`config.mk`:
```
export PLATFORM = sky130hd
export DESIGN_NAME = ivc_top
export DESIGN_NICKNAME = d
export VERILOG_FILES = /design/src/rtl/ivc_pkg.sv /design/src/rtl/ivc_top.sv
export SDC_FILE = /design/constraint.sdc
export NUM_CORES = 1
export LEC_CHECK = 0
export ABC_AREA = 1
export CAP_MARGIN = 25
export CELL_PAD_IN_SITES_DETAIL_PLACEMENT = 1
export CELL_PAD_IN_SITES_GLOBAL_PLACEMENT = 1
export CORE_MARGIN = 2
export CORE_UTILIZATION = 28
export CTS_CLUSTER_DIAMETER = 150
export DETAILED_ROUTE_END_ITERATION = 6
export DONT_BUFFER_PORTS = 1
export PLACE_DENSITY = 0.61
export SLEW_MARGIN = 20
export SYNTH_ARGS = -nofsm -noshare
export SYNTH_HDL_FRONTEND = slang
export SYNTH_SLANG_ARGS = --single-unit
```
`constraint.sdc`:
```
create_clock -name aclk -period 32.9 [get_ports aclk]
set_input_delay 1.645 -clock aclk [delete_from_list [all_inputs] [get_ports aclk]]
set_output_delay 1.645 -clock aclk [all_outputs]
set_load 0.01 [all_outputs]
```
`src/rtl/ivc_pkg.sv`:
```
/*
 * Constants, register map and types of the interrupt and vector controller.
 * Assumes an AXI4-Lite master in front and a CPU core that stacks and fetches as told.
 */
// What this block does
// - Exception sequence starts only at an instruction boundary after acceptance.
// - Push PC and flags; in maximum mode push code bank first.
// - Fetch two-byte vector entry and load it into the program counter.
// - Reset vector 000000H, zero division 000002H, watchdog NMI 000004H.
// - Peripheral vectors 000006H to 000022H in fixed factor order.
// - Default priority follows vector address order, reset highest.
// - 000024H reserved; 000026H to 0000FEH are unrated software interrupts.
// - Each system has a 2-bit read/write priority field, levels 0 to 3.
// - Each factor has an enable bit; one permits, zero blocks.
// - Factor flags set on events; writing one clears, zero leaves unchanged.
// - Request stays asserted while its flag and its enable bit are both set.
// - Lowering core mask with flag still set raises the interrupt again.
// - Accept needs flag set, enable set, priority above core mask.
// - Watchdog NMI is level 4 and is always accepted.
// - Equal levels resolve by fixed default priority order.
// - Mask loads accepted level, 3 for NMI, restored on return.
package ivc_pkg;

	localparam logic [15:0] IDX_PRIO_A  = 16'hff20;
	localparam logic [15:0] IDX_PRIO_B  = 16'hff21;
	localparam logic [15:0] IDX_EN_A    = 16'hff22;
	localparam logic [15:0] IDX_EN_B    = 16'hff23;
	localparam logic [15:0] IDX_FLAG_A  = 16'hff24;
	localparam logic [15:0] IDX_FLAG_B  = 16'hff25;

	localparam logic [7:0]  PRIO_A_RST  = 8'h00;
	localparam logic [3:0]  PRIO_B_RST  = 4'h0;
	localparam logic [14:0] EN_RST      = 15'h0000;
	localparam logic [14:0] FLAG_RST    = 15'h0000;
	localparam logic [1:0]  CORE_MASK_RST = 2'h3;

	localparam logic [7:0]  VEC_RESET   = 8'h00;
	localparam logic [7:0]  VEC_ZDIV    = 8'h02;
	localparam logic [7:0]  VEC_NMI     = 8'h04;
	localparam logic [7:0]  VEC_PERIPH  = 8'h06;
	localparam logic [7:0]  VEC_SWI_LO  = 8'h26;
	localparam logic [3:0]  TOP_FACTOR  = 4'he;

	localparam logic [1:0]  PUSH_CB     = 2'h0;
	localparam logic [1:0]  PUSH_PC     = 2'h1;
	localparam logic [1:0]  PUSH_SC     = 2'h2;
	localparam logic [2:0]  LVL_NMI     = 3'h4;

	localparam logic [1:0]  RESP_OKAY   = 2'h0;
	localparam logic [1:0]  RESP_SLVERR = 2'h2;

	typedef enum logic [2:0] {
		S_RESET,
		S_IDLE,
		S_PUSH_CB,
		S_PUSH_PC,
		S_PUSH_SC,
		S_FETCH_LO,
		S_FETCH_HI,
		S_LOAD
	} ivc_state_t;

endpackage : ivc_pkg

```
`src/rtl/ivc_top.sv`:
```
/*
 * Interrupt factor flags, enables, priorities, arbitration and exception sequencer.
 * Assumes a core that returns vector bytes one cycle after fetch_valid and
 * signals instruction boundaries, returns and its own mask writes.
 */
`timescale 1ns/100ps

module ivc_top #(
	parameter int ADDR_W    = 18,
	parameter int STK_DEPTH = 4
) (
	input  wire logic                aclk,
	input  wire logic                aresetn,
	input  wire logic [ADDR_W-1:0]   s_axi_awaddr,
	input  wire logic                s_axi_awvalid,
	output logic                     s_axi_awready,
	input  wire logic [31:0]         s_axi_wdata,
	input  wire logic [3:0]          s_axi_wstrb,
	input  wire logic                s_axi_wvalid,
	output logic                     s_axi_wready,
	output logic [1:0]               s_axi_bresp,
	output logic                     s_axi_bvalid,
	input  wire logic                s_axi_bready,
	input  wire logic [ADDR_W-1:0]   s_axi_araddr,
	input  wire logic                s_axi_arvalid,
	output logic                     s_axi_arready,
	output logic [31:0]              s_axi_rdata,
	output logic [1:0]               s_axi_rresp,
	output logic                     s_axi_rvalid,
	input  wire logic                s_axi_rready,
	input  wire logic [14:0]         factor_evt,
	input  wire logic                nmi_evt,
	input  wire logic                zdiv_evt,
	input  wire logic                swi_evt,
	input  wire logic [7:0]          swi_vec,
	input  wire logic                instr_done,
	input  wire logic                max_mode,
	input  wire logic                return_from_exception,
	input  wire logic                core_mask_wr,
	input  wire logic [1:0]          core_mask_wdata,
	input  wire logic [7:0]          fetch_rdata,
	output logic [1:0]               core_mask,
	output logic                     irq,
	output logic [2:0]               req_level,
	output logic                     push_valid,
	output logic [1:0]               push_sel,
	output logic                     fetch_valid,
	output logic [23:0]              fetch_addr,
	output logic                     pc_load,
	output logic [15:0]              pc_value
);
	import ivc_pkg::*;

	////////////////////////////////////////////////////////////////////////
	// Helpers

	function automatic logic [15:0] idx_of(input logic [ADDR_W-1:0] a);
		idx_of = a[17:2];
	endfunction : idx_of

	// Factor bit 14 is timer 1 (highest), bit 0 the clock timer 1 Hz
	function automatic logic [1:0] level_of(input int b, input logic [7:0] pa, input logic [3:0] pb);
		if (b >= 13) begin
			level_of = pb[3:2];
		end else if (b == 12) begin
			level_of = pb[1:0];
		end else if (b >= 10) begin
			level_of = pa[7:6];
		end else if (b >= 7) begin
			level_of = pa[5:4];
		end else if (b >= 4) begin
			level_of = pa[3:2];
		end else begin
			level_of = pa[1:0];
		end
	endfunction : level_of

	// Strict compare keeps the first hit, so ties go to the higher default slot
	function automatic logic [6:0] pick(input logic [14:0] pend, input logic [7:0] pa, input logic [3:0] pb);
		logic       found;
		logic [1:0] lvl;
		logic [3:0] idx;
		found = 1'b0;
		lvl   = 2'h0;
		idx   = 4'h0;
		for (int b = 14; b >= 0; b--) begin
			if (pend[b] && (!found || level_of(b, pa, pb) > lvl)) begin
				found = 1'b1;
				lvl   = level_of(b, pa, pb);
				idx   = 4'(b);
			end
		end
		pick = {found, lvl, idx};
	endfunction : pick

	////////////////////////////////////////////////////////////////////////
	// State

	logic [7:0]          prio_a_r;
	logic [3:0]          prio_b_r;
	logic [14:0]         en_r;
	logic [14:0]         flag_r;
	logic [ADDR_W-1:0]   waddr_r;
	logic [7:0]          wbyte_r;
	logic                wlane_r;
	logic                nmi_pend_r;
	logic                zdiv_pend_r;
	logic                swi_pend_r;
	logic [7:0]          swi_vec_r;
	logic [1:0]          mask_r;
	logic [1:0]          mask_stk_r [STK_DEPTH];
	logic [2:0]          sp_r;
	logic [7:0]          vec_r;
	logic [7:0]          lo_r;
	ivc_state_t          state_r;

	////////////////////////////////////////////////////////////////////////
	// Register decode

	wire logic [15:0] widx    = idx_of(waddr_r);
	wire logic [15:0] ridx    = idx_of(s_axi_araddr);
	wire logic        wr_go   = !s_axi_awready && !s_axi_wready && !s_axi_bvalid;
	wire logic        wr_ok   = (widx >= IDX_PRIO_A) && (widx <= IDX_FLAG_B);
	wire logic        wr_en   = wr_go && wr_ok && wlane_r;
	wire logic        wr_pa   = wr_en && (widx == IDX_PRIO_A);
	wire logic        wr_pb   = wr_en && (widx == IDX_PRIO_B);
	wire logic        wr_ea   = wr_en && (widx == IDX_EN_A);
	wire logic        wr_eb   = wr_en && (widx == IDX_EN_B);
	wire logic        wr_fa   = wr_en && (widx == IDX_FLAG_A);
	wire logic        wr_fb   = wr_en && (widx == IDX_FLAG_B);
	wire logic        rd_ok   = (ridx >= IDX_PRIO_A) && (ridx <= IDX_FLAG_B);

	// Unused positions read as zero
	wire logic [7:0]  rd_byte =
		(ridx == IDX_PRIO_A) ? prio_a_r :
		(ridx == IDX_PRIO_B) ? {4'h0, prio_b_r} :
		(ridx == IDX_EN_A)   ? {1'b0, en_r[6:0]} :
		(ridx == IDX_EN_B)   ? en_r[14:7] :
		(ridx == IDX_FLAG_A) ? {1'b0, flag_r[6:0]} :
		(ridx == IDX_FLAG_B) ? flag_r[14:7] : 8'h00;

	wire logic [14:0] flag_clr = {wr_fb ? wbyte_r : 8'h00, wr_fa ? wbyte_r[6:0] : 7'h00};
	// A new event beats a clear in the same cycle
	wire logic [14:0] flag_nxt = (flag_r & ~flag_clr) | factor_evt;

	////////////////////////////////////////////////////////////////////////
	// Arbitration

	wire logic [14:0] pend     = flag_r & en_r;
	wire logic [6:0]  win      = pick(pend, prio_a_r, prio_b_r);
	wire logic        win_any  = win[6];
	wire logic [1:0]  win_lvl  = win[5:4];
	wire logic [3:0]  win_idx  = win[3:0];
	// Level 0 never beats any mask; the mask is re-read each boundary
	wire logic        irq_take = win_any && (win_lvl > mask_r);
	wire logic [7:0]  win_vec  = VEC_PERIPH + {3'h0, TOP_FACTOR - win_idx, 1'b0};
	wire logic        swi_ok   = (swi_vec >= VEC_SWI_LO) && !swi_vec[0];
	wire logic        accept   = (state_r == S_IDLE) && instr_done &&
		(zdiv_pend_r || nmi_pend_r || irq_take || swi_pend_r);
	wire logic        stk_full = (sp_r == 3'(STK_DEPTH));
	wire logic        do_ret   = return_from_exception && (sp_r != 3'h0) && !accept;
	wire logic [2:0]  sp_dec   = sp_r - 3'h1;

	////////////////////////////////////////////////////////////////////////
	// AXI4-Lite write

	always_ff @(posedge aclk) begin
		if (!aresetn) begin
			s_axi_awready <= 1'b1;
			s_axi_wready  <= 1'b1;
			s_axi_bvalid  <= 1'b0;
			s_axi_bresp   <= RESP_OKAY;
			waddr_r       <= '0;
			wbyte_r       <= 8'h00;
			wlane_r       <= 1'b0;
		end else begin
			if (s_axi_awvalid && s_axi_awready) begin
				s_axi_awready <= 1'b0;
				waddr_r       <= s_axi_awaddr;
			end
			if (s_axi_wvalid && s_axi_wready) begin
				s_axi_wready <= 1'b0;
				wbyte_r      <= s_axi_wdata[7:0];
				wlane_r      <= s_axi_wstrb[0];
			end
			if (wr_go) begin
				s_axi_bvalid <= 1'b1;
				s_axi_bresp  <= wr_ok ? RESP_OKAY : RESP_SLVERR;
			end
			if (s_axi_bvalid && s_axi_bready) begin
				s_axi_bvalid  <= 1'b0;
				s_axi_awready <= 1'b1;
				s_axi_wready  <= 1'b1;
			end
		end
	end

	////////////////////////////////////////////////////////////////////////
	// AXI4-Lite read

	always_ff @(posedge aclk) begin
		if (!aresetn) begin
			s_axi_arready <= 1'b1;
			s_axi_rvalid  <= 1'b0;
			s_axi_rdata   <= 32'h0000_0000;
			s_axi_rresp   <= RESP_OKAY;
		end else if (s_axi_arvalid && s_axi_arready) begin
			s_axi_arready <= 1'b0;
			s_axi_rvalid  <= 1'b1;
			s_axi_rdata   <= {24'h00_0000, rd_byte};
			s_axi_rresp   <= rd_ok ? RESP_OKAY : RESP_SLVERR;
		end else if (s_axi_rvalid && s_axi_rready) begin
			s_axi_rvalid  <= 1'b0;
			s_axi_arready <= 1'b1;
		end
	end

	////////////////////////////////////////////////////////////////////////
	// Control registers

	always_ff @(posedge aclk) begin
		if (!aresetn) begin
			prio_a_r <= PRIO_A_RST;
			prio_b_r <= PRIO_B_RST;
			en_r     <= EN_RST;
			flag_r   <= FLAG_RST;
			irq      <= 1'b0;
		end else begin
			if (wr_pa) begin
				prio_a_r <= wbyte_r;
			end
			if (wr_pb) begin
				prio_b_r <= wbyte_r[3:0];
			end
			if (wr_ea) begin
				en_r[6:0] <= wbyte_r[6:0];
			end
			if (wr_eb) begin
				en_r[14:7] <= wbyte_r;
			end
			flag_r <= flag_nxt;
			irq    <= |pend;
		end
	end

	////////////////////////////////////////////////////////////////////////
	// Synchronous exception requests

	always_ff @(posedge aclk) begin
		if (!aresetn) begin
			nmi_pend_r  <= 1'b0;
			zdiv_pend_r <= 1'b0;
			swi_pend_r  <= 1'b0;
			swi_vec_r   <= 8'h00;
			req_level   <= 3'h0;
		end else begin
			if (accept && zdiv_pend_r) begin
				zdiv_pend_r <= 1'b0;
			end else if (accept && nmi_pend_r) begin
				nmi_pend_r <= 1'b0;
			end else if (accept && !irq_take && swi_pend_r) begin
				swi_pend_r <= 1'b0;
			end
			if (zdiv_evt) begin
				zdiv_pend_r <= 1'b1;
			end
			if (nmi_evt) begin
				nmi_pend_r <= 1'b1;
			end
			// Reserved and odd vectors are dropped, a pending one is kept
			if (swi_evt && swi_ok && !swi_pend_r) begin
				swi_pend_r <= 1'b1;
				swi_vec_r  <= swi_vec;
			end
			req_level <= (nmi_pend_r || nmi_evt) ? LVL_NMI : (win_any ? {1'b0, win_lvl} : 3'h0);
		end
	end

	////////////////////////////////////////////////////////////////////////
	// Core mask with its return stack

	// A full stack keeps the outer entries; nesting beyond its depth loses the newest return
	always_ff @(posedge aclk) begin
		if (!aresetn) begin
			mask_r <= CORE_MASK_RST;
			sp_r   <= 3'h0;
			for (int i = 0; i < STK_DEPTH; i++) begin
				mask_stk_r[i] <= 2'h0;
			end
		end else if (accept) begin
			if (!stk_full) begin
				mask_stk_r[sp_r[1:0]] <= mask_r;
				sp_r                  <= sp_r + 3'h1;
			end
			if (zdiv_pend_r) begin
				mask_r <= mask_r;
			end else if (nmi_pend_r) begin
				mask_r <= 2'h3;
			end else if (irq_take) begin
				mask_r <= win_lvl;
			end
		end else if (do_ret) begin
			mask_r <= mask_stk_r[sp_dec[1:0]];
			sp_r   <= sp_dec;
		end else if (core_mask_wr) begin
			mask_r <= core_mask_wdata;
		end
	end

	assign core_mask = mask_r;

	////////////////////////////////////////////////////////////////////////
	// Exception sequencer

	always_ff @(posedge aclk) begin
		if (!aresetn) begin
			state_r     <= S_RESET;
			vec_r       <= VEC_RESET;
			lo_r        <= 8'h00;
			push_valid  <= 1'b0;
			push_sel    <= PUSH_CB;
			fetch_valid <= 1'b0;
			fetch_addr  <= 24'h00_0000;
			pc_load     <= 1'b0;
			pc_value    <= 16'h0000;
		end else begin
			push_valid  <= 1'b0;
			fetch_valid <= 1'b0;
			pc_load     <= 1'b0;
			case (state_r)
				S_RESET: begin
					state_r     <= S_FETCH_LO;
					fetch_valid <= 1'b1;
					fetch_addr  <= {16'h0000, vec_r};
				end
				S_IDLE: begin
					if (accept) begin
						// Fixed order: zero division, NMI, peripherals, then software
						if (zdiv_pend_r) begin
							vec_r <= VEC_ZDIV;
						end else if (nmi_pend_r) begin
							vec_r <= VEC_NMI;
						end else if (irq_take) begin
							vec_r <= win_vec;
						end else begin
							vec_r <= swi_vec_r;
						end
						push_valid <= 1'b1;
						push_sel   <= max_mode ? PUSH_CB : PUSH_PC;
						state_r    <= max_mode ? S_PUSH_CB : S_PUSH_PC;
					end
				end
				S_PUSH_CB: begin
					push_valid <= 1'b1;
					push_sel   <= PUSH_PC;
					state_r    <= S_PUSH_PC;
				end
				S_PUSH_PC: begin
					push_valid <= 1'b1;
					push_sel   <= PUSH_SC;
					state_r    <= S_PUSH_SC;
				end
				S_PUSH_SC: begin
					fetch_valid <= 1'b1;
					fetch_addr  <= {16'h0000, vec_r};
					state_r     <= S_FETCH_LO;
				end
				S_FETCH_LO: begin
					fetch_valid <= 1'b1;
					fetch_addr  <= {16'h0000, vec_r + 8'h01};
					state_r     <= S_FETCH_HI;
				end
				S_FETCH_HI: begin
					lo_r    <= fetch_rdata;
					state_r <= S_LOAD;
				end
				S_LOAD: begin
					pc_load  <= 1'b1;
					pc_value <= {fetch_rdata, lo_r};
					state_r  <= S_IDLE;
				end
				default: begin
					state_r <= S_IDLE;
				end
			endcase
		end
	end

endmodule : ivc_top

```
==> out/results.tsv, run 1 <==
stage	metric	value	unit
timing	finalMaxSlewViolations	0	
clocking	cts_tree	done	
clocking	ctsResizeCount	0	
critical_path	crit_family	simple AND/OR/NAND/NOR gates	
floorplan	dieArea	31500	sq um
clocking	clkTransAtPathRegs	0.07	ns
grt	grt_overflow	0	
logic_synthesis	async_flop_share	0	%
logic_synthesis	avgSynthCellArea	6.97	sq um
job	max_cap_violations	0	
critical_path	slowest_stage	dfxtp_1	
route	vias	7530	
power_and_ir_drop	ir_worst_vdd	0.0471	mV
clocking	worstSkewPairLatency	0.43	ns
route	ant_nets	0	
logic_synthesis	yosys.cell_count.top_type	nand2_1	
timing	hold_viol_final	0	
timing	holdWs	0.450	ns
floorplan	pin_count	211	
critical_path	path_max_fanout	12	
timing	rsz0062_at_grt	no	
floorplan	coreArea	29600	sq um
clocking	htreeDepth	4	
placed_design	gp_congestion	0.802	
clocking	cts-hold-fix-buffers	0	
finish	seqCellArea	3240	sq um
route	drc	0	
critical_path	crit_type	reg -> reg	
critical_path	worstPathArrival	14.97	ns
finish	filler_cell_count	3737	
timing	fin_crit_sh	45.1	%
logic_synthesis	yosysSeqAreaShare	38.4	%
critical_path	r2r_end	mask_stk_r[0][1]$_SDFFCE_PN0P_	
floorplan	placementRows	63	
critical_path	crit_buf_inv	7	
logic_synthesis	syn_area	8440	sq um
logic_synthesis	synth_top_area_share	35.6	%
timing	setup_viol	0	
grt	grt_pass1_wl	40400	microns
timing	slew-limit-headroom	30.8	%
logic_synthesis	yosys.area.top_type	dfxtp_1	
route	firstDrtPassIters	4	
hold_path	whs_path_depth	2	
critical_path	worst_r2r_path_depth	98	
clocking	clk_path_buf_depth	2	
finish	multi_input_area	4250	sq um
timing	tightestPinTransition	1.03	ns
floorplan	start_util	28.5	%
logic_synthesis	synthTopCellsByCount	201 x nand2_1, 169 x inv_1, 150 x dfxtp_1, 139 x nor2_1, 128 x o21ai_0	
clocking	post_cts_buffers	0	
logic_synthesis	synthCells	1210	
clocking	cts.sinks	158	
finish	final_cell_area	9290	sq um
power_and_ir_drop	power_leakage	4.06	nW
outcome	run_status	complete, no violations	
logic_synthesis	synth-edff-count	8	
critical_path	critPathLaunchType	flip-flop	
floorplan	fp.dieH	178	microns
logic_synthesis	yosys-top-cells-area	dfxtp_1 36%, nand2_1 8.9%, o21ai_0 7.6%	
grt	grt_max_degree	88	
clocking	root_buffer	clkbuf_16	
logic_synthesis	netlist-cell-type-count	49	
placed_design	post_dp_cell_area	8650	sq um
timing	setup_tns	0	ns
logic_synthesis	synth_top_flop_cell	dfxtp_1	
hold_path	hp-start	swi_vec_r[0]$_SDFFE_PN0P_	
placed_design	io_buffers	0	
grt	grtUsageTotal	16.3	%
critical_path	path_common_cell	nand2_1	
finish	syn2layout_area_growth	10.1	%
route	viasPerCell	4.70	
clocking	numCtsBuffers	17	
timing	min_period	14.84	ns
route	post_drt_wl_per_cell	15.6	microns
placed_design	hpwl	19100	microns
critical_path	timing.rr.start	flag_r[13]$_SDFF_PN0_	
critical_path	worstPathRequired	33.04	ns
hold_path	hold_class	reg -> reg	
timing	fmax	67.4	MHz
placed_design	dp.cells	1568	
logic_synthesis	yosys_warnings	0	
finish	drive_above_1_share	7.19	%
logic_synthesis	synth_seq_cells	158	
finish	nets	1340	
power_and_ir_drop	power_density	51.6	nW/um^2
finish	stdcell_count	1602	
floorplan	die_width	178	microns
timing	skew	0.00687	ns
route	drtIter0Drc	247	
critical_path	cpPeakStageDelay	0.42	ns
critical_path	regToRegSetupSlack	18.06	ns
grt	antenna_found_initial	3	
route	wirelength	25000	microns
grt	grt_pass1_vias	7653	
hold_path	min_to	swi_vec_r[0]$_SDFFE_PN0P_	
critical_path	endpoint_kind	flip-flop	
## worst max path at each step
| stage | start | to | slack, ns | cells past startpoint |
|---|---|---|---|---|
| after global routing | flag_r[13]$_SDFF_PN0_ | mask_stk_r[1][0]$_SDFFCE_PN0P_ | 16.16 | 98 |
| after detailed placement | flag_r[13]$_SDFF_PN0_ | mask_stk_r[1][0]$_SDFFCE_PN0P_ | 18.04 | 98 |
| after global placement | flag_r[13]$_SDFF_PN0_ | mask_stk_r[1][0]$_SDFFCE_PN0P_ | 18.20 | 98 |
| after CTS | flag_r[13]$_SDFF_PN0_ | mask_stk_r[1][0]$_SDFFCE_PN0P_ | 17.89 | 98 |
| after floorplan | flag_r[13]$_SDFF_PN0_ | mask_stk_r[1][0]$_SDFFCE_PN0P_ | 20.31 | 100 |
| final | flag_r[13]$_SDFF_PN0_ | mask_stk_r[0][1]$_SDFFCE_PN0P_ | 18.06 | 98 |
## power breakdown
part	total, W	switching [W]	leakage (nW)	internal [W]
registers	0.000217	0.0000124	1.31	0.000205
logic	0.0000498	0.0000346	2.44	0.0000152
clock network	0.000213	0.0000836	0.307	0.000129
total	0.000480	0.000131	4.06	0.000349
## stage by stage
| step | setup slack (ns) | total power (W) | util (%) |
|---|---|---|---|
| after floorplan | 20.31 | 0.000261 | - |
| after global placement | 18.20 | 0.000270 | 29.2 |
| after detailed placement | 18.04 | 0.000271 | 29.2 |
| after CTS | 17.89 | 0.000488 | 31.3 |
| after global routing | 16.16 | 0.000504 | 31.3 |
| final | 18.06 | 0.000480 | 31.4 |
## cell families after synthesis
kind of cell,synth area share (%)
buffers and inverters,13.2
other,0.0444
adder cells (fa/ha/maj),3.41
AND/OR/NAND/NOR,25.0
flip-flops,38.4
AO/OA/AOI/OAI,19.2
XOR/XNOR,0.727
## per-layer routing
layer  track usage [%]  vias to the layer above  part of all wire [%]
met5                 0                        -                     0
met4              4.10                        0                   1.5
met3              5.46                       19                   6.1
met2              28.0                      124                    48
met1              19.6                     3539                    45
li1                  -                     3848                     -
## placed cells by master, fill, tap and decap left out, drive strengths merged, types with 2 or more instances in the layout
cell and count:
clkbuf 19, a32oi 2, a221oi 5, nor4 11, diode 2, inv 174
a211oi 2, ha 23, a31oi 2, o22ai 5, buf 4, clkinv 7
nand4 18, xnor2 4, o21ai 133, nand3 45, o21a 4, nor2 140
a21oi 121, bufinv 4, nand2 242, dfxtp 150, edfxtp 8, xor2 3
nor3 15, conb 42, o2111ai 2, o211ai 10, o31ai 2, o221ai 2
## sequential cells by signal, indices dropped and copies added (netlist names), 2 cells and up
signal and flops:
pc_value 16, waddr_r 16, en_r 15, flag_r 15
fetch_addr 8, lo_r 8, mask_stk_r 8, prio_a_r 8
s_axi_rdata 8, swi_vec_r 8, vec_r 8, wbyte_r 8
prio_b_r 4, req_level 3, sp_r 3, state_r 3
core_mask 2, push_sel 2
## area by class of cell
| cell class | instances | area share [%] |
|---|---|---|
| Multi-Input combinational cell | 843 | 45.7 |
| Sequential cell | 158 | 34.9 |
| Inverter | 173 | 6.99 |
| Tap cell | 390 | 5.25 |
| Clock buffer | 18 | 4.73 |
| Clock inverter | 13 | 2.01 |
| Timing Repair Buffer | 5 | 0.377 |
| Antenna cell | 2 | 0.0539 |
## worst reg2reg max path, delay by kind of cell, from the launching register on
kind                     cells  cell delay [ns]
AO/OA/AOI/OAI               21             4.41
adder cells (fa/ha/maj)     14             4.03
AND/OR/NAND/NOR             56             4.84
flip-flops                   1             0.42
buffers and inverters        7             0.84
No activity file was read; power rests on OpenSTA's default activity.
==> run 2, diff against run 1 <==
PLACE_DENSITY = 0.63   (was 0.61)
clock period = 13.45 ns   (was 32.9 ns; I/O delays follow)
==> run 2 against run 1 <==
Sequential power grew 150%. Combinational power grew to 2.7 times the previous value. Total power grew 140%. Register-to-register slack got worse by 17 ns. Routed wire length grew 2.2%. Highest routed layer unchanged.
==> out/results.tsv, run 2 (synthesis results as in run 1) <==
stage	metric	value	unit	change
clocking	cts_tree	done		
power_and_ir_drop	ir_worst_vdd	0.0742	mV	+58%
finish	largestRegisters	pc_value: 16 flops, waddr_r: 16 flops		
finish	filler_cell_count	3789		+1.4%
route	post_drt_wl_per_cell	15.4	microns	-1.1%
power_and_ir_drop	p_sw	0.000327	W	+150%
clocking	clkTransAtPathRegs	0.06	ns	about the same
placed_design	hpwl	19300	microns	+1.2%
grt	grt_pass1_vias	8070		+5.4%
route	drc	0		unchanged
power_and_ir_drop	power_density	117	nW/um^2	+130%
power_and_ir_drop	pwr-share-clk	41.5	%	-2.9 points
critical_path	worstPathRequired	13.61	ns	-19.43 ns
finish	stdcell_count	1655		+3.3%
clocking	htreeDepth	4		unchanged
power_and_ir_drop	pwr-share-comb	11.8	%	+1.4 points
critical_path	path_common_cell	nand2_1		
floorplan	placementRows	63		unchanged
floorplan	coreArea	29600	sq um	unchanged
finish	num_antenna_cells	0		-2
finish	syn2layout_area_growth	15.8	%	
power_and_ir_drop	power_leakage	4.29	nW	+5.7%
placed_design	gp_congestion	0.835		+4.1%
critical_path	cpPeakStageDelay	0.36	ns	-0.06 ns
clocking	worstSkewPairLatency	0.44	ns	about the same
grt	grt_max_degree	88		unchanged
route	drtIter0Drc	360		+46%
timing	tightestPinTransition	0.879	ns	-0.151 ns
finish	seqCellArea	3250	sq um	+0.12%
critical_path	regToRegSetupSlack	1.24	ns	-16.82 ns
hold_path	hold_class	in -> reg		
critical_path	slowest_stage	dfxtp_2		
grt	grtUsageTotal	16.7	%	+0.40 points
clocking	cts.sinks	158		unchanged
floorplan	die_width	178	microns	unchanged
critical_path	path_max_fanout	6		-6
placed_design	post_dp_cell_area	9030	sq um	+4.3%
clocking	clk_path_buf_depth	2		unchanged
power_and_ir_drop	seqPwrFrac	46.7	%	+1.4 points
placed_design	pre_cts_ws	-0.300	ns	-18.34 ns
finish	drive_above_1_share	13.9	%	+6.7 points
route	ant_nets	0		unchanged
floorplan	start_util	28.5	%	unchanged
clocking	root_buffer	clkbuf_16		
route	vias	7824		+3.9%
critical_path	critPathLaunchType	flip-flop		
floorplan	fp.dieH	178	microns	unchanged
grt	antenna_found_initial	0		-3
timing	setup_viol	0		unchanged
finish	nets	1395		+4.1%
route	wirelength	25500	microns	+2.2%
timing	fmax	81.9	MHz	+22%
placed_design	io_buffers	0		unchanged
route	firstDrtPassIters	4		unchanged
floorplan	dieArea	31500	sq um	unchanged
clocking	numCtsBuffers	17		unchanged
timing	skew	0.0142	ns	+0.00733 ns
grt	grt_overflow	0		unchanged
finish	multi_input_area	4370	sq um	+2.9%
power_and_ir_drop	switching_share	28.7	%	+1.5 points
timing	min_period	12.21	ns	-2.63 ns
critical_path	endpoint_kind	flip-flop		
finish	layout_common_cells	191 x nand2_1, 167 x inv_1, 147 x dfxtp_1		
timing	hold_viol_final	0		unchanged
power_and_ir_drop	p_total	0.00114	W	+140%
grt	grt_pass1_wl	41600	microns	+3.0%
timing	finalMaxSlewViolations	0		unchanged
critical_path	crit_type	reg -> reg		
finish	mostFrequentLayoutCell	nand2_1		
placed_design	dp.cells	1618		+3.2%
timing	setup_ws	1.24	ns	-16.82 ns
job	max_cap_violations	0		unchanged
route	viasPerCell	4.73		+0.58%
floorplan	pin_count	211		unchanged
power_and_ir_drop	p_int	0.000811	W	+130%
timing	fin_crit_sh	90.7	%	+46 points
critical_path	worstPathArrival	12.36	ns	-2.61 ns
timing	holdWs	0.326	ns	-0.124 ns
timing	slew-limit-headroom	41.2	%	+10 points
finish	final_cell_area	9770	sq um	+5.1%
outcome	run_status	complete, no violations		
## run 2: changes by cell type in the layout (fill, tap and decap cells not counted), sizes merged
cell	change
bufinv	-3
buf	+55
diode	-2
clkinv	-2
clkinvlp	+3
clkbuf	+2
## run 2: path summary, 6_finish.rpt
kind,depth (start not counted),end,start
max,107,mask_stk_r[1][1]$_SDFFCE_PN0P_,flag_r[14]$_SDFF_PN0_
min reg2reg,2,swi_vec_r[0]$_SDFFE_PN0P_,swi_vec_r[0]$_SDFFE_PN0P_
max reg2reg,107,mask_stk_r[1][1]$_SDFFCE_PN0P_,flag_r[14]$_SDFF_PN0_
min,1,s_axi_arready$_SDFFE_PN1P_,aresetn
## run 2: what timing repair did
item                       in CTS  in global routing
resized for setup               5                 46
buffers inserted                0                  5
pin swaps                       0                 12
hold buffers                    0                  0
cloned                          0                  0
setup endpoints to repair      26                 36
## run 2: stage by stage
stage                     util (%)  setup TNS (ns)
final                         33.0               0
after global routing          33.0          -0.573
after CTS                     32.4               0
after detailed placement      30.5           -5.34
after global placement        30.5         -0.0154
after floorplan                  -               0
## run 2: power by group through the flow
stage	clock, W	sequential, W	combinational (W)
6_report	0.000473	0.000532	0.000134
5_1_grt	0.000508	0.000536	0.000156
4_1_cts	0.000489	0.000531	0.000132
3_5_place_dp	0	0.000542	0.000131
3_3_place_gp	0	0.000541	0.000127
2_1_floorplan	0	0.000529	0.000109
## run 2: layout make-up
type | instances | share of cell area, %
multi-input cells | 843 | 44.7
flip-flops and latches | 158 | 33.2
repair buffers | 60 | 4.62
well taps | 390 | 4.99
inverters | 173 | 6.65
clock inverters | 11 | 1.11
clock buffers | 20 | 4.67
## run 2: routing by layer
layer / wire [microns] / vias to the layer above / GRT usage [%]
met5: 0 / - / 0
met4: 356 / 0 / 4.71
met3: 1550 / 25 / 5.14
met2: 12000 / 142 / 28.0
met1: 11600 / 3698 / 20.7
li1: - / 3959 / -
## run 2: worst max-delay path, delay by kind of cell, from the launching register on
family | cells | cell delay [ns]
compound gates | 21 | 2.13
simple gates | 65 | 5.09
flops | 1 | 0.36
buf+inv | 7 | 0.50
fa+ha+maj | 14 | 3.81
